<file path="config.mk">
export PLATFORM = sky130hd
export DESIGN_NAME = bsl_top
export DESIGN_NICKNAME = d
export VERILOG_FILES = /design/src/bsl_pkg.sv /design/src/bsl_blink_timer.sv /design/src/bsl_sync.sv /design/src/bsl_top.sv
export SDC_FILE = /design/constraint.sdc
export NUM_CORES = 1
export LEC_CHECK = 0
export ABC_AREA = 1
export BUFFER_PORTS_ARGS = -buffer_cell sky130_fd_sc_hd__clkbuf_2
export CAP_MARGIN = 30
export CORE_MARGIN = 1
export CORE_UTILIZATION = 42
export CTS_BUF_LIST = sky130_fd_sc_hd__clkbuf_8
export CTS_CLUSTER_SIZE = 40
export DETAILED_ROUTE_END_ITERATION = 8
export GPL_TIMING_DRIVEN = 0
export HOLD_SLACK_MARGIN = 0.1
export PLACE_DENSITY = 0.56
export REMOVE_ABC_BUFFERS = 1
export SETUP_SLACK_MARGIN = 0.3
export SLEW_MARGIN = 20
export SYNTH_ARGS = -nofsm -noshare
export SYNTH_HDL_FRONTEND = slang
export SYNTH_HIERARCHICAL = 1
export SYNTH_SLANG_ARGS = --single-unit
export TNS_END_PERCENT = 30
</file>
<file path="constraint.sdc">
create_clock -name clock_i -period 1.8 [get_ports clock_i]
set_input_delay 0.36 -clock clock_i [delete_from_list [all_inputs] [get_ports clock_i]]
set_output_delay 0.36 -clock clock_i [all_outputs]
set_load 0.01 [all_outputs]
</file>
<file path="src/bsl_pkg.sv">
// package for the board status led indicator
package bsl_pkg;
   localparam int unsigned BSL_CLK_HZ = 100_000_000;
   localparam int unsigned BSL_BLINK_MS = 250;
   localparam int unsigned BSL_BLINK_CYC = (BSL_CLK_HZ / 1000) * BSL_BLINK_MS;
   localparam logic [1:0] BSL_PAIR_RST = 2'h3;
   localparam logic [1:0] BSL_CONV_RST = 2'h2;
   localparam logic BSL_PHASE_RST = 1'h0;

   // display pattern of one led pair; index 0 is the first led
   typedef enum logic [3:0] {
      BSL_PAT_OFF = 4'h0,
      BSL_PAT_SECOND = 4'h1,
      BSL_PAT_BOTH = 4'h3,
      BSL_PAT_FIRST = 4'h2,
      BSL_PAT_SIMUL = 4'h6,
      BSL_PAT_FIRST_ON_SECOND_BLINK = 4'h7,
      BSL_PAT_FIRST_BLINK_SECOND_ON = 4'h5,
      BSL_PAT_ALT = 4'h4,
      BSL_PAT_SECOND_BLINK = 4'hc
   } bsl_pat_t;

   // ladder controller power-up progress
   typedef enum logic [1:0] {
      BSL_LC_STOPPED = 2'h0,
      BSL_LC_INIT    = 2'h1,
      BSL_LC_LOAD    = 2'h3,
      BSL_LC_NORMAL  = 2'h2
   } bsl_lc_state_t;

   // conversational processor progress
   typedef enum logic [1:0] {
      BSL_CV_WAIT_ID = 2'h0,
      BSL_CV_INIT    = 2'h1,
      BSL_CV_NORMAL  = 2'h3
   } bsl_cv_state_t;

   // led pair value for a pattern at the given blink phase
   function automatic logic [1:0] bsl_pat_leds(input bsl_pat_t pat, input logic ph);
      logic [1:0] v;
      v = 2'h0;
      unique case (pat)
         BSL_PAT_OFF: v = 2'h0;
         BSL_PAT_SECOND: v = 2'h2;
         BSL_PAT_FIRST: v = 2'h1;
         BSL_PAT_BOTH: v = 2'h3;
         BSL_PAT_SIMUL: v = {ph, ph};
         BSL_PAT_ALT: v = {~ph, ph};
         BSL_PAT_FIRST_ON_SECOND_BLINK: v = {ph, 1'b1};
         BSL_PAT_FIRST_BLINK_SECOND_ON: v = {1'b1, ph};
         BSL_PAT_SECOND_BLINK: v = {ph, 1'b0};
      endcase
      return v;
   endfunction
endpackage

</file>
<file path="src/bsl_blink_timer.sv">
// common blink timebase
`timescale 1ns/1ps
module bsl_blink_timer
   import bsl_pkg::*;
#(
   parameter int unsigned HALF_CYC = BSL_BLINK_CYC
) (
   // clock and reset
   input wire logic clock_i,
   input wire logic arst_n_i,
   // phase
   output logic phase_o
);
   logic [31:0] cnt_r;
   logic [31:0] cnt_nxt;
   logic phase_r;
   logic phase_nxt;

   always_comb begin
      cnt_nxt = cnt_r + 32'h1;
      phase_nxt = phase_r;
      if (cnt_r >= 32'(HALF_CYC - 1)) begin
         cnt_nxt = 32'h0;
         phase_nxt = ~phase_r;
      end
   end

   always_ff @(posedge clock_i or negedge arst_n_i) begin
      if (!arst_n_i) begin
         cnt_r <= 32'h0;
         phase_r <= BSL_PHASE_RST;
      end else begin
         cnt_r <= cnt_nxt;
         phase_r <= phase_nxt;
      end
   end

   assign phase_o = phase_r;
endmodule

</file>
<file path="src/bsl_sync.sv">
// two flip-flop synchroniser for a bus of levels
`timescale 1ns/1ps
module bsl_sync #(
   parameter int WIDTH = 1
) (
   // clock and reset
   input wire logic clock_i,
   input wire logic arst_n_i,
   // levels
   input wire logic [WIDTH-1:0] d_i,
   output logic [WIDTH-1:0] q_o
);
   logic [WIDTH-1:0] meta_r;
   logic [WIDTH-1:0] q_r;

   always_ff @(posedge clock_i or negedge arst_n_i) begin
      if (!arst_n_i) begin
         meta_r <= '0;
         q_r <= '0;
      end else begin
         meta_r <= d_i;
         q_r <= meta_r;
      end
   end

   assign q_o = q_r;
endmodule

</file>
<file path="src/bsl_top.sv">
// status and alarm led driver for the controller board
`timescale 1ns/1ps
module bsl_top
   import bsl_pkg::*;
#(
   parameter int unsigned BLINK_HALF_CYC = BSL_BLINK_CYC
) (
   // clock and reset
   input wire logic clock_i,
   input wire logic arst_n_i,
   // ladder controller progress
   input wire logic lc_running_i,
   input wire logic lc_init_busy_i,
   input wire logic lc_load_busy_i,
   // ladder controller errors
   input wire logic other_board_err_i,
   input wire logic discrete_io_err_i,
   input wire logic main_mem_bad_i,
   input wire logic engine_bus_controller_parity_i,
   input wire logic cpu_access_parity_i,
   input wire logic lc_cpu_fault_i,
   input wire logic lc_rom_bad_i,
   // alarm causes
   input wire logic lc_system_fail_i,
   input wire logic serial_io_link_err_i,
   // conversational processor
   input wire logic conv_id_set_i,
   input wire logic conv_init_done_i,
   input wire logic conv_ram_parity_i,
   input wire logic conv_rom_bad_i,
   input wire logic conv_illegal_i,
   // leds
   output logic [1:0] lc_led_o,
   output logic [1:0] conv_led_o,
   output logic [3:0] alarm_led_o
);
   localparam int NIN = 17;

   logic [NIN-1:0] raw;
   logic [NIN-1:0] syn;
   logic phase;

   logic s_run, s_init, s_load, s_other, s_dio, s_mem, s_bcp, s_cpp, s_flt, s_rom;
   logic s_sf, s_sio, s_id, s_cdone, s_cpar, s_crom, s_cill;

   bsl_lc_state_t lc_st_r;
   bsl_lc_state_t lc_st_nxt;
   bsl_cv_state_t cv_st_r;
   bsl_cv_state_t cv_st_nxt;
   bsl_pat_t lc_pat;
   bsl_pat_t cv_pat;
   logic [1:0] lc_led_r;
   logic [1:0] lc_led_nxt;
   logic [1:0] conv_led_r;
   logic [1:0] conv_led_nxt;
   logic [3:0] alarm_r;
   logic [3:0] alarm_nxt;

   assign raw = {conv_illegal_i, conv_rom_bad_i, conv_ram_parity_i, conv_init_done_i, conv_id_set_i,
                 serial_io_link_err_i, lc_system_fail_i, lc_rom_bad_i, lc_cpu_fault_i, cpu_access_parity_i,
                 engine_bus_controller_parity_i, main_mem_bad_i, discrete_io_err_i, other_board_err_i,
                 lc_load_busy_i, lc_init_busy_i, lc_running_i};

   bsl_sync #(
      .WIDTH(NIN)
   ) u_sync (
      .clock_i(clock_i),
      .arst_n_i(arst_n_i),
      .d_i(raw),
      .q_o(syn)
   );

   assign {s_cill, s_crom, s_cpar, s_cdone, s_id, s_sio, s_sf, s_rom, s_flt, s_cpp, s_bcp, s_mem,
           s_dio, s_other, s_load, s_init, s_run} = syn;

   bsl_blink_timer #(
      .HALF_CYC(BLINK_HALF_CYC)
   ) u_blink (
      .clock_i(clock_i),
      .arst_n_i(arst_n_i),
      .phase_o(phase)
   );

   // controller power-up sequence
   always_comb begin
      lc_st_nxt = lc_st_r;
      unique case (lc_st_r)
         BSL_LC_STOPPED: if (s_run) begin
            lc_st_nxt = BSL_LC_INIT;
         end
         BSL_LC_INIT: if (!s_init) begin
            lc_st_nxt = BSL_LC_LOAD;
         end
         BSL_LC_LOAD: if (!s_load) begin
            lc_st_nxt = BSL_LC_NORMAL;
         end
         BSL_LC_NORMAL: lc_st_nxt = BSL_LC_NORMAL;
      endcase
      if (!s_run) begin
         lc_st_nxt = BSL_LC_STOPPED;
      end
   end

   // conversational progress
   always_comb begin
      cv_st_nxt = cv_st_r;
      unique case (cv_st_r)
         BSL_CV_WAIT_ID: if (s_id) begin
            cv_st_nxt = BSL_CV_INIT;
         end
         BSL_CV_INIT: if (s_cdone) begin
            cv_st_nxt = BSL_CV_NORMAL;
         end
         BSL_CV_NORMAL: cv_st_nxt = BSL_CV_NORMAL;
         default: cv_st_nxt = BSL_CV_WAIT_ID;
      endcase
   end

   // controller pair pattern, errors before progress while running; both lit while stopped
   always_comb begin
      lc_pat = BSL_PAT_OFF;
      unique case (lc_st_r)
         BSL_LC_STOPPED: lc_pat = BSL_PAT_BOTH;
         BSL_LC_INIT: lc_pat = BSL_PAT_SECOND;
         BSL_LC_LOAD: lc_pat = BSL_PAT_FIRST;
         BSL_LC_NORMAL: lc_pat = BSL_PAT_OFF;
      endcase
      if (!s_run) begin
         lc_pat = BSL_PAT_BOTH;
      end
      if (s_run) begin
         if (s_cpp) begin
            lc_pat = BSL_PAT_SECOND_BLINK;
         end
         if (s_bcp) begin
            lc_pat = BSL_PAT_FIRST_BLINK_SECOND_ON;
         end
         if (s_dio || s_mem) begin
            lc_pat = BSL_PAT_FIRST_ON_SECOND_BLINK;
         end
         if (s_flt || s_rom) begin
            lc_pat = BSL_PAT_ALT;
         end
         if (s_other) begin
            lc_pat = BSL_PAT_SIMUL;
         end
      end
   end

   // conversational pair pattern, independent of controller state; other board error blinks it, in step with the controller pair only while running
   always_comb begin
      cv_pat = BSL_PAT_SECOND;
      unique case (cv_st_r)
         BSL_CV_WAIT_ID: cv_pat = BSL_PAT_SECOND;
         BSL_CV_INIT: cv_pat = BSL_PAT_FIRST;
         BSL_CV_NORMAL: cv_pat = BSL_PAT_OFF;
         default: cv_pat = BSL_PAT_SECOND;
      endcase
      if (s_cill) begin
         cv_pat = BSL_PAT_FIRST;
      end
      if (s_cpar) begin
         cv_pat = BSL_PAT_SECOND_BLINK;
      end
      if (s_crom) begin
         cv_pat = BSL_PAT_ALT;
      end
      if (s_other) begin
         cv_pat = BSL_PAT_SIMUL;
      end
   end

   // led registers
   always_comb begin
      lc_led_nxt = bsl_pat_leds(lc_pat, phase);
      conv_led_nxt = bsl_pat_leds(cv_pat, phase);
      if (lc_pat == BSL_PAT_ALT) begin
         lc_led_nxt = {~phase, phase};
      end
      alarm_nxt = {s_cpp | s_bcp, s_sio, ~s_run, s_sf};
   end

   always_ff @(posedge clock_i or negedge arst_n_i) begin
      if (!arst_n_i) begin
         lc_st_r <= BSL_LC_STOPPED;
         cv_st_r <= BSL_CV_WAIT_ID;
         lc_led_r <= BSL_PAIR_RST;
         conv_led_r <= BSL_CONV_RST;
         alarm_r <= 4'h0;
      end else begin
         lc_st_r <= lc_st_nxt;
         cv_st_r <= cv_st_nxt;
         lc_led_r <= lc_led_nxt;
         conv_led_r <= conv_led_nxt;
         alarm_r <= alarm_nxt;
      end
   end

   assign lc_led_o = lc_led_r;
   assign conv_led_o = conv_led_r;
   assign alarm_led_o = alarm_r;

   // checks on the pair and alarm drivers
   logic lc_err;
   assign lc_err = s_other | s_dio | s_mem | s_bcp | s_cpp | s_flt | s_rom;

   property p_lc_stopped;
      @(posedge clock_i) disable iff (!arst_n_i)
      !s_run |=> lc_led_r == 2'h3;
   endproperty
   a_lc_stopped: assert property (p_lc_stopped)
      else $error("controller pair not fully lit while stopped");

   property p_lc_init;
      @(posedge clock_i) disable iff (!arst_n_i)
      s_run && !lc_err && lc_st_r == BSL_LC_INIT |=> lc_led_r == 2'h2;
   endproperty
   a_lc_init: assert property (p_lc_init)
      else $error("controller pair wrong during initialization");

   property p_lc_load;
      @(posedge clock_i) disable iff (!arst_n_i)
      s_run && !lc_err && lc_st_r == BSL_LC_LOAD |=> lc_led_r == 2'h1;
   endproperty
   a_lc_load: assert property (p_lc_load)
      else $error("controller pair wrong during program load");

   property p_lc_normal;
      @(posedge clock_i) disable iff (!arst_n_i)
      s_run && !lc_err && lc_st_r == BSL_LC_NORMAL |=> lc_led_r == 2'h0;
   endproperty
   a_lc_normal: assert property (p_lc_normal)
      else $error("controller pair not dark in normal state");

   property p_lc_dio;
      @(posedge clock_i) disable iff (!arst_n_i)
      s_run && !s_other && !s_flt && !s_rom && (s_dio || s_mem) |=> lc_led_r[0];
   endproperty
   a_lc_dio: assert property (p_lc_dio)
      else $error("first controller led not lit on transfer error");

   property p_lc_alt;
      @(posedge clock_i) disable iff (!arst_n_i)
      s_run && !s_other && (s_flt || s_rom) |=> lc_led_r[0] != lc_led_r[1];
   endproperty
   a_lc_alt: assert property (p_lc_alt)
      else $error("controller pair not alternating on processor fault");

   property p_cv_wait;
      @(posedge clock_i) disable iff (!arst_n_i)
      cv_st_r == BSL_CV_WAIT_ID && !s_cill && !s_cpar && !s_crom && !s_other |=> conv_led_r == 2'h2;
   endproperty
   a_cv_wait: assert property (p_cv_wait)
      else $error("conversational pair wrong while waiting for id");

   property p_cv_parity;
      @(posedge clock_i) disable iff (!arst_n_i)
      s_cpar && !s_crom && !s_other |=> !conv_led_r[0];
   endproperty
   a_cv_parity: assert property (p_cv_parity)
      else $error("first conversational led lit on ram parity");

   property p_cv_rom;
      @(posedge clock_i) disable iff (!arst_n_i)
      s_crom && !s_other |=> conv_led_r[0] != conv_led_r[1];
   endproperty
   a_cv_rom: assert property (p_cv_rom)
      else $error("conversational pair not alternating on rom defect");

   property p_alarm_stopped;
      @(posedge clock_i) disable iff (!arst_n_i)
      !s_run |=> alarm_r[1];
   endproperty
   a_alarm_stopped: assert property (p_alarm_stopped)
      else $error("stopped alarm led not lit");

   property p_common_phase;
      @(posedge clock_i) disable iff (!arst_n_i)
      s_run && s_other |=> lc_led_r == conv_led_r;
   endproperty
   a_common_phase: assert property (p_common_phase)
      else $error("pairs blink out of step on shared timebase");

   property p_cov_power_up;
      @(posedge clock_i) disable iff (!arst_n_i)
      lc_st_r == BSL_LC_LOAD ##1 lc_st_r == BSL_LC_NORMAL;
   endproperty
   c_power_up: cover property (p_cov_power_up);

   property p_cov_conv_ready;
      @(posedge clock_i) disable iff (!arst_n_i)
      cv_st_r == BSL_CV_INIT ##1 cv_st_r == BSL_CV_NORMAL;
   endproperty
   c_conv_ready: cover property (p_cov_conv_ready);

   property p_cov_other_board;
      @(posedge clock_i) disable iff (!arst_n_i)
      s_run && s_other;
   endproperty
   c_other_board: cover property (p_cov_other_board);

   property p_cov_conv_rom;
      @(posedge clock_i) disable iff (!arst_n_i)
      s_crom && !s_other;
   endproperty
   c_conv_rom: cover property (p_cov_conv_rom);
endmodule
</file>
## Yosys cells after proc, flatten, opt, wreduce, memory -nomap -nowiden

Cells that the tools add are included.

| operators by class | value |
|---|---|
| $add $sub $neg | 1 |
| magnitude comparators | 1 |
| equality and inequality tests | 25 |
| multiplexer cells | 24 |
| bitwise logic cells | 3 |
| reduce and logical (&&, ||, !) cells | 8 |

Operators with widths:

| kind | number |
|---|---|
| $mux 4 | 11 |
| $add 32x1->32 const B | 1 |
| $eq 4x3->1 const B | 8 |
| $ge 32x25->1 const B | 1 |
| $mux 32 | 1 |
| $pmux 2 s9 | 1 |
| $eq 4x2->1 const B | 4 |
| $pmux 2 s8 | 1 |
| $pmux 4 s4 | 1 |
| $mux 2 | 6 |
| $eq 4x1->1 const B | 2 |
| $eq 4x4->1 const B | 2 |
| $logic_not 4->1 | 2 |
| $pmux 2 s4 | 1 |
| $eq 2x2->1 const B | 3 |
| $ne 3x3->1 const B | 2 |
| $pmux 2 s3 | 1 |
| $eq 2x1->1 const B | 2 |
| $logic_not 2->1 | 2 |
| $ne 2x1->1 const B | 2 |
| $pmux 2 s2 | 1 |
| $reduce_and 2->1 | 2 |
| $logic_or 1x1->1 | 2 |
| $not 1->1 | 2 |
| $or 1x1->1 | 1 |

| storage, ports and cells | value |
|---|---|
| register bits | 79 |
| input bits | 19 |
| output and inout port bits | 8 |
| word-level logic and storage cells | 71 |

## Depth between registers and ports, before layout

| logic depth | value |
|---|---|
| word-level depth | 12 |
| mapped depth | 12 |
| depth with buffers taken out | 12 |

## Hierarchy

The synthesis kept the hierarchy.

Modules (own cells, without submodules):

| module | times used | cells an instance | area an instance (µm²) | sequential area each (µm²) |
|---|---|---|---|---|
| bsl_blink_timer | 1 | 229 | 1,755.4 | 825.8 |
| bsl_sync | 1 | 34 | 850.8 | 850.8 |
| bsl_top | 1 | 101 | 739.5 | 304.0 |

## Worst setup path after synthesis

No wires, ideal clock.

| timing path | value |
|---|---|
| path type | reg-to-reg |
| from | reg u_blink.cnt_r[0] |
| to | reg u_blink.cnt_r[19] |
| library setup time | 0.071 ns |
| arrival | 1.361 ns |
| data required time | 1.729 ns |
| setup slack | 0.368 ns |
| stages on the path, launching flop included | 12 |
| path buffers | 1 |
| clock period less this slack | 1.432 ns |
| path through | dfrtp_1 -> ha_1 -> nand3_2 -> inv_2 -> nand2_1 -> nand2_1 -> nand2_1 -> nand2_1 -> nand2_2 -> nand2_4 -> buf_6 -> nor2_1 |

| on the way | value |
|---|---|
| longest elaborated chain between the ends | 2 |
| elaborated cells between the ends (all ways) | 3 |
| classes of those cells | 1 x add/sub; 1 x order compare; 1 x mux |

Ends and longest elaborated chain:

| item | line | source |
|---|---|---|
| from (decl) | bsl_blink_timer.sv:14 | `logic [31:0] cnt_r;` |
| from (signal assigned) | bsl_blink_timer.sv:33 | `cnt_r <= cnt_nxt;` |
| $add 32x1->32 / $ge 32x25->1 (equally long branches) | bsl_blink_timer.sv:20, bsl_blink_timer.sv:22 |  |
| $mux 32 (*) | bsl_blink_timer.sv:22 | `if (cnt_r >= 32'(HALF_CYC - 1)) begin` |
| via u_blink.cnt_nxt[19] | bsl_blink_timer.sv:15 | `logic [31:0] cnt_nxt;` |

Mark *: on every way through the listed nets, which the timed path passes. The rest lies on a longest branch.
A chain may end at the register's enable or synchronous reset.

## Final worst setup path

| timing path | value |
|---|---|
| from | reg u_blink.cnt_r[0] |
| to | reg u_blink.phase_r, in the netlist u_blink/phase_o |

| on the way | value |
|---|---|
| longest elaborated chain between the ends | 1 |

Ends and longest elaborated chain:

| item | line | source |
|---|---|---|
| $ge 32x25->1 | bsl_blink_timer.sv:22 |  |
| to (signal assigned) | bsl_blink_timer.sv:34 | `phase_r <= phase_nxt;` |
| to (decl) | bsl_blink_timer.sv:16 | `logic phase_r;` |

No other way between the ends.

==> run_results.csv <==
group,metric,value,unit
status,outcome,"finished, final reports clean",
worst_setup_path,crit_path_frequent_cell,"nand2_2",
grt,grtUsageMet2,27.71,%
worst_setup_path,cp_slowest_cell,"dfrtp_1",
sta,finalHoldViolCount,0,
grt,antenna_found_initial,0,
synthesis,synth-edff-count,0,
floorplan,die_area,8327,um2
finish,area_growth_syn_to_layout,31.00,%
clock_network,htreeDepth,3,
sta,setup_viol_count_final,0,
synthesis,netlist-cell-type-count,32,
grt,grt_pass1_wl,11120,um
synthesis,yosysWarningCount,6,
place,hpwlAfterDp,4150,um
sta,timing.final.crit_share,82.69,%
synthesis,async_flop_share,100.0,%
clock_network,numCtsBuffers,9,
worst_setup_path,path_delay_family,"simple AND/OR/NAND/NOR gates",
synthesis,ys_seq_area_share,59.20,%
grt,use_met3,4.774,%
drt,drc_errors,0,
grt,grtUsageTotal,17.44,%
worst_setup_path,crit_path_max_incr_delay,0.42,ns
finish,seqCellArea,1982,um2
drt,first_pass_iters,4,
place,port_buffers,26,
floorplan,coreArea,7727,um2
drt,drt_iter0_drc,102,
finish,multi_input_area,1464,um2
job,cap_viol_max_count,0,
power,vdd_drop_max,0.3566,mV
worst_setup_path,worstPathCellList,"ha_4, nand3_4, inv_4, nand2_4, nand2_2, nand2_2, nand2_4, nand2_8, nand2_8, nand2_2, nand2_1",
floorplan,ios,27,
clock_network,clock_latency,0.35,ns
synthesis,syn_avg_cell_area,9.192,um2
worst_setup_path,crit_buf_inv,1,
worst_setup_path,required,2.05,ns
power,leakage,1.949,nW
sta,setup_tns,0,ns
worst_setup_path,cp.arrival,1.73,ns
floorplan,rows,32,
sta,fmax,671.9,MHz
finish,final_nets,463,
sta,fin_skew,0.008402,ns
synthesis,syn_area,3346,um2
worst_setup_path,startpoint_type,"register",
finish,fin_util,56.72,%
grt,grt_pass1_vias,2457,
worst_setup_path,cp-end-kind,"register",
grt,grt.met1_usage,22.90,%
min_path,hp-class,"in -> reg",
floorplan,dieWidth,91.25,um
clock_network,tritoncts,"yes",
sta,drv_slew,0,
grt,gr-total-overflow,0,
finish,fill_cells,668,
grt,grt_max_degree,47,
clock_network,root_buffer,"clkbuf_8",
sta,rsz0062_at_grt,"true",
finish,antenna_cells,0,
floorplan,start_util,43.30,%
sta,min_period,1.488,ns
finish,drive_above_1_share,29.44,%
worst_setup_path,path_max_fanout,7,
drt,vias,2528,
drt,vias_per_cell,4.622,
clock_network,path_clk_slew,0.09,ns
clock_network,cts.sinks,79,
synthesis,synth-seq-cells,79,
clock_network,clockBufferDepth,2,
synthesis,synthCells,364,
floorplan,die_h,91.25,um
place,gp_congestion,0.8221,
drt,wl,6584,um
worst_setup_path,path_class,"reg -> reg",
drt,final_antenna_net_count,0,
drt,wire_per_inst,12.04,um
power,powerDensity,834.9,nW/um2
synthesis,yosys_most_used_dff,"dfrtp_1",
grt,grt.busiest_layer,"met2",
-- cell type report --
cell class                      count  area share (%)
Clock buffer                        9           2.826
Clock inverter                      7           1.827
Inverter                           48           4.168
Multi-Input combinational cell    244           33.40
Sequential cell                    79           45.22
Tap cell                          102           2.912
Timing Repair Buffer               58           9.649
-- repair_timing --
action / in CTS / in global routing
endpoints found under the setup margin: 26 / 28
setup buffers: 6 / 13
gates cloned: 3 / 0
pin swaps: 6 / 18
hold endpoints to repair: 40 / 3
gates resized for setup: 14 / 44
hold buffers: 9 / 3
-- metal layers --
metal / vias to the layer above / share of wire (%)
met4: 0 / 1.5
met3: 9 / 4.4
met2: 40 / 47
met1: 1196 / 47
met5: - / 0
li1: 1283 / -
-- Yosys cell counts, types with 4 or more instances --
master	n	area (um2)
nand2_1	81	304.0
dfrtp_1	76	1902
nor2_1	61	229.0
inv_1	43	161.4
nand3_1	19	95.09
nor3_1	13	65.06
xor2_1	12	105.1
nor2_2	8	50.05
o21ai_0	6	30.03
inv_2	5	18.77
nand4_1	5	31.28
ha_1	4	50.05
nand2_2	4	25.02
-- where the power goes --
group | internal, mW | switching (mW) | total (mW)
registers | 1.88 | 0.0589 | 1.93
logic | 0.164 | 0.216 | 0.381
clock network | 0.657 | 0.687 | 1.34
total | 2.70 | 0.962 | 3.66
-- cell usage in the layout, fill, tap and decap left out, types with 12 or more instances in the layout --
| cell | count |
|---|---|
| nand3_1 | 19 |
| nand2_2 | 13 |
| inv_1 | 40 |
| nor2_1 | 51 |
| buf_4 | 19 |
| dlygate4sd3_1 | 12 |
| dfrtp_1 | 75 |
| clkbuf_2 | 25 |
| nand2_1 | 67 |
-- kinds of logic after synthesis --
group	share of synthesized area, %
adder cells (fa/ha/maj)	1.496
AO/OA/AOI/OAI	2.767
flip-flops	59.20
XOR/XNOR	3.403
buffers and inverters	6.058
other	0.1121
AND/OR/NAND/NOR	26.96
-- state kept, by name (all words and copies together), names as in the netlist --
name,count
u_blink/cnt_r,32
u_sync/meta_r,17
u_sync/q_o,17
alarm_led_o,4
conv_led_o,2
cv_st_r,2
lc_led_o,2
lc_st_r,2
u_blink/phase_o,1
-- through the flow --
step | instance area (um2) | hold WS, ns | std cells | setup WS, ns | power (mW)
after floorplan | 3346 | 0.06441 | 368 | 0.3608 | 2.127
after global placement | 3603 | 0.3330 | 496 | -0.3595 | 2.240
after detailed placement | 3633 | 0.3347 | 497 | 0.1239 | 2.262
after CTS | 4080 | 0.1002 | 531 | 0.3101 | 3.643
after global routing | 4383 | 0.1011 | 547 | 0.2120 | 3.870
final | 4383 | 0.1179 | 547 | 0.3116 | 3.660
-- worst paths after layout --
kind	startpoint	end	slack, ns	cells after the start
worst max register to register	u_blink/cnt_r[0]	u_blink/phase_o	0.31	11
worst max-delay path	u_blink/cnt_r[0]	u_blink/phase_o	0.31	11
worst min-delay path	cpu_access_parity_i	u_sync/meta_r[7]	0.12	1
min in group asynchronous	arst_n_i	lc_st_r[1]	0.53	2
worst min register to register	u_sync/meta_r[6]	u_sync/q_o[6]	0.35	0
max in group asynchronous	arst_n_i	conv_led_o[1]	0.64	3
Note: power is estimated with default switching activity, not from simulation.
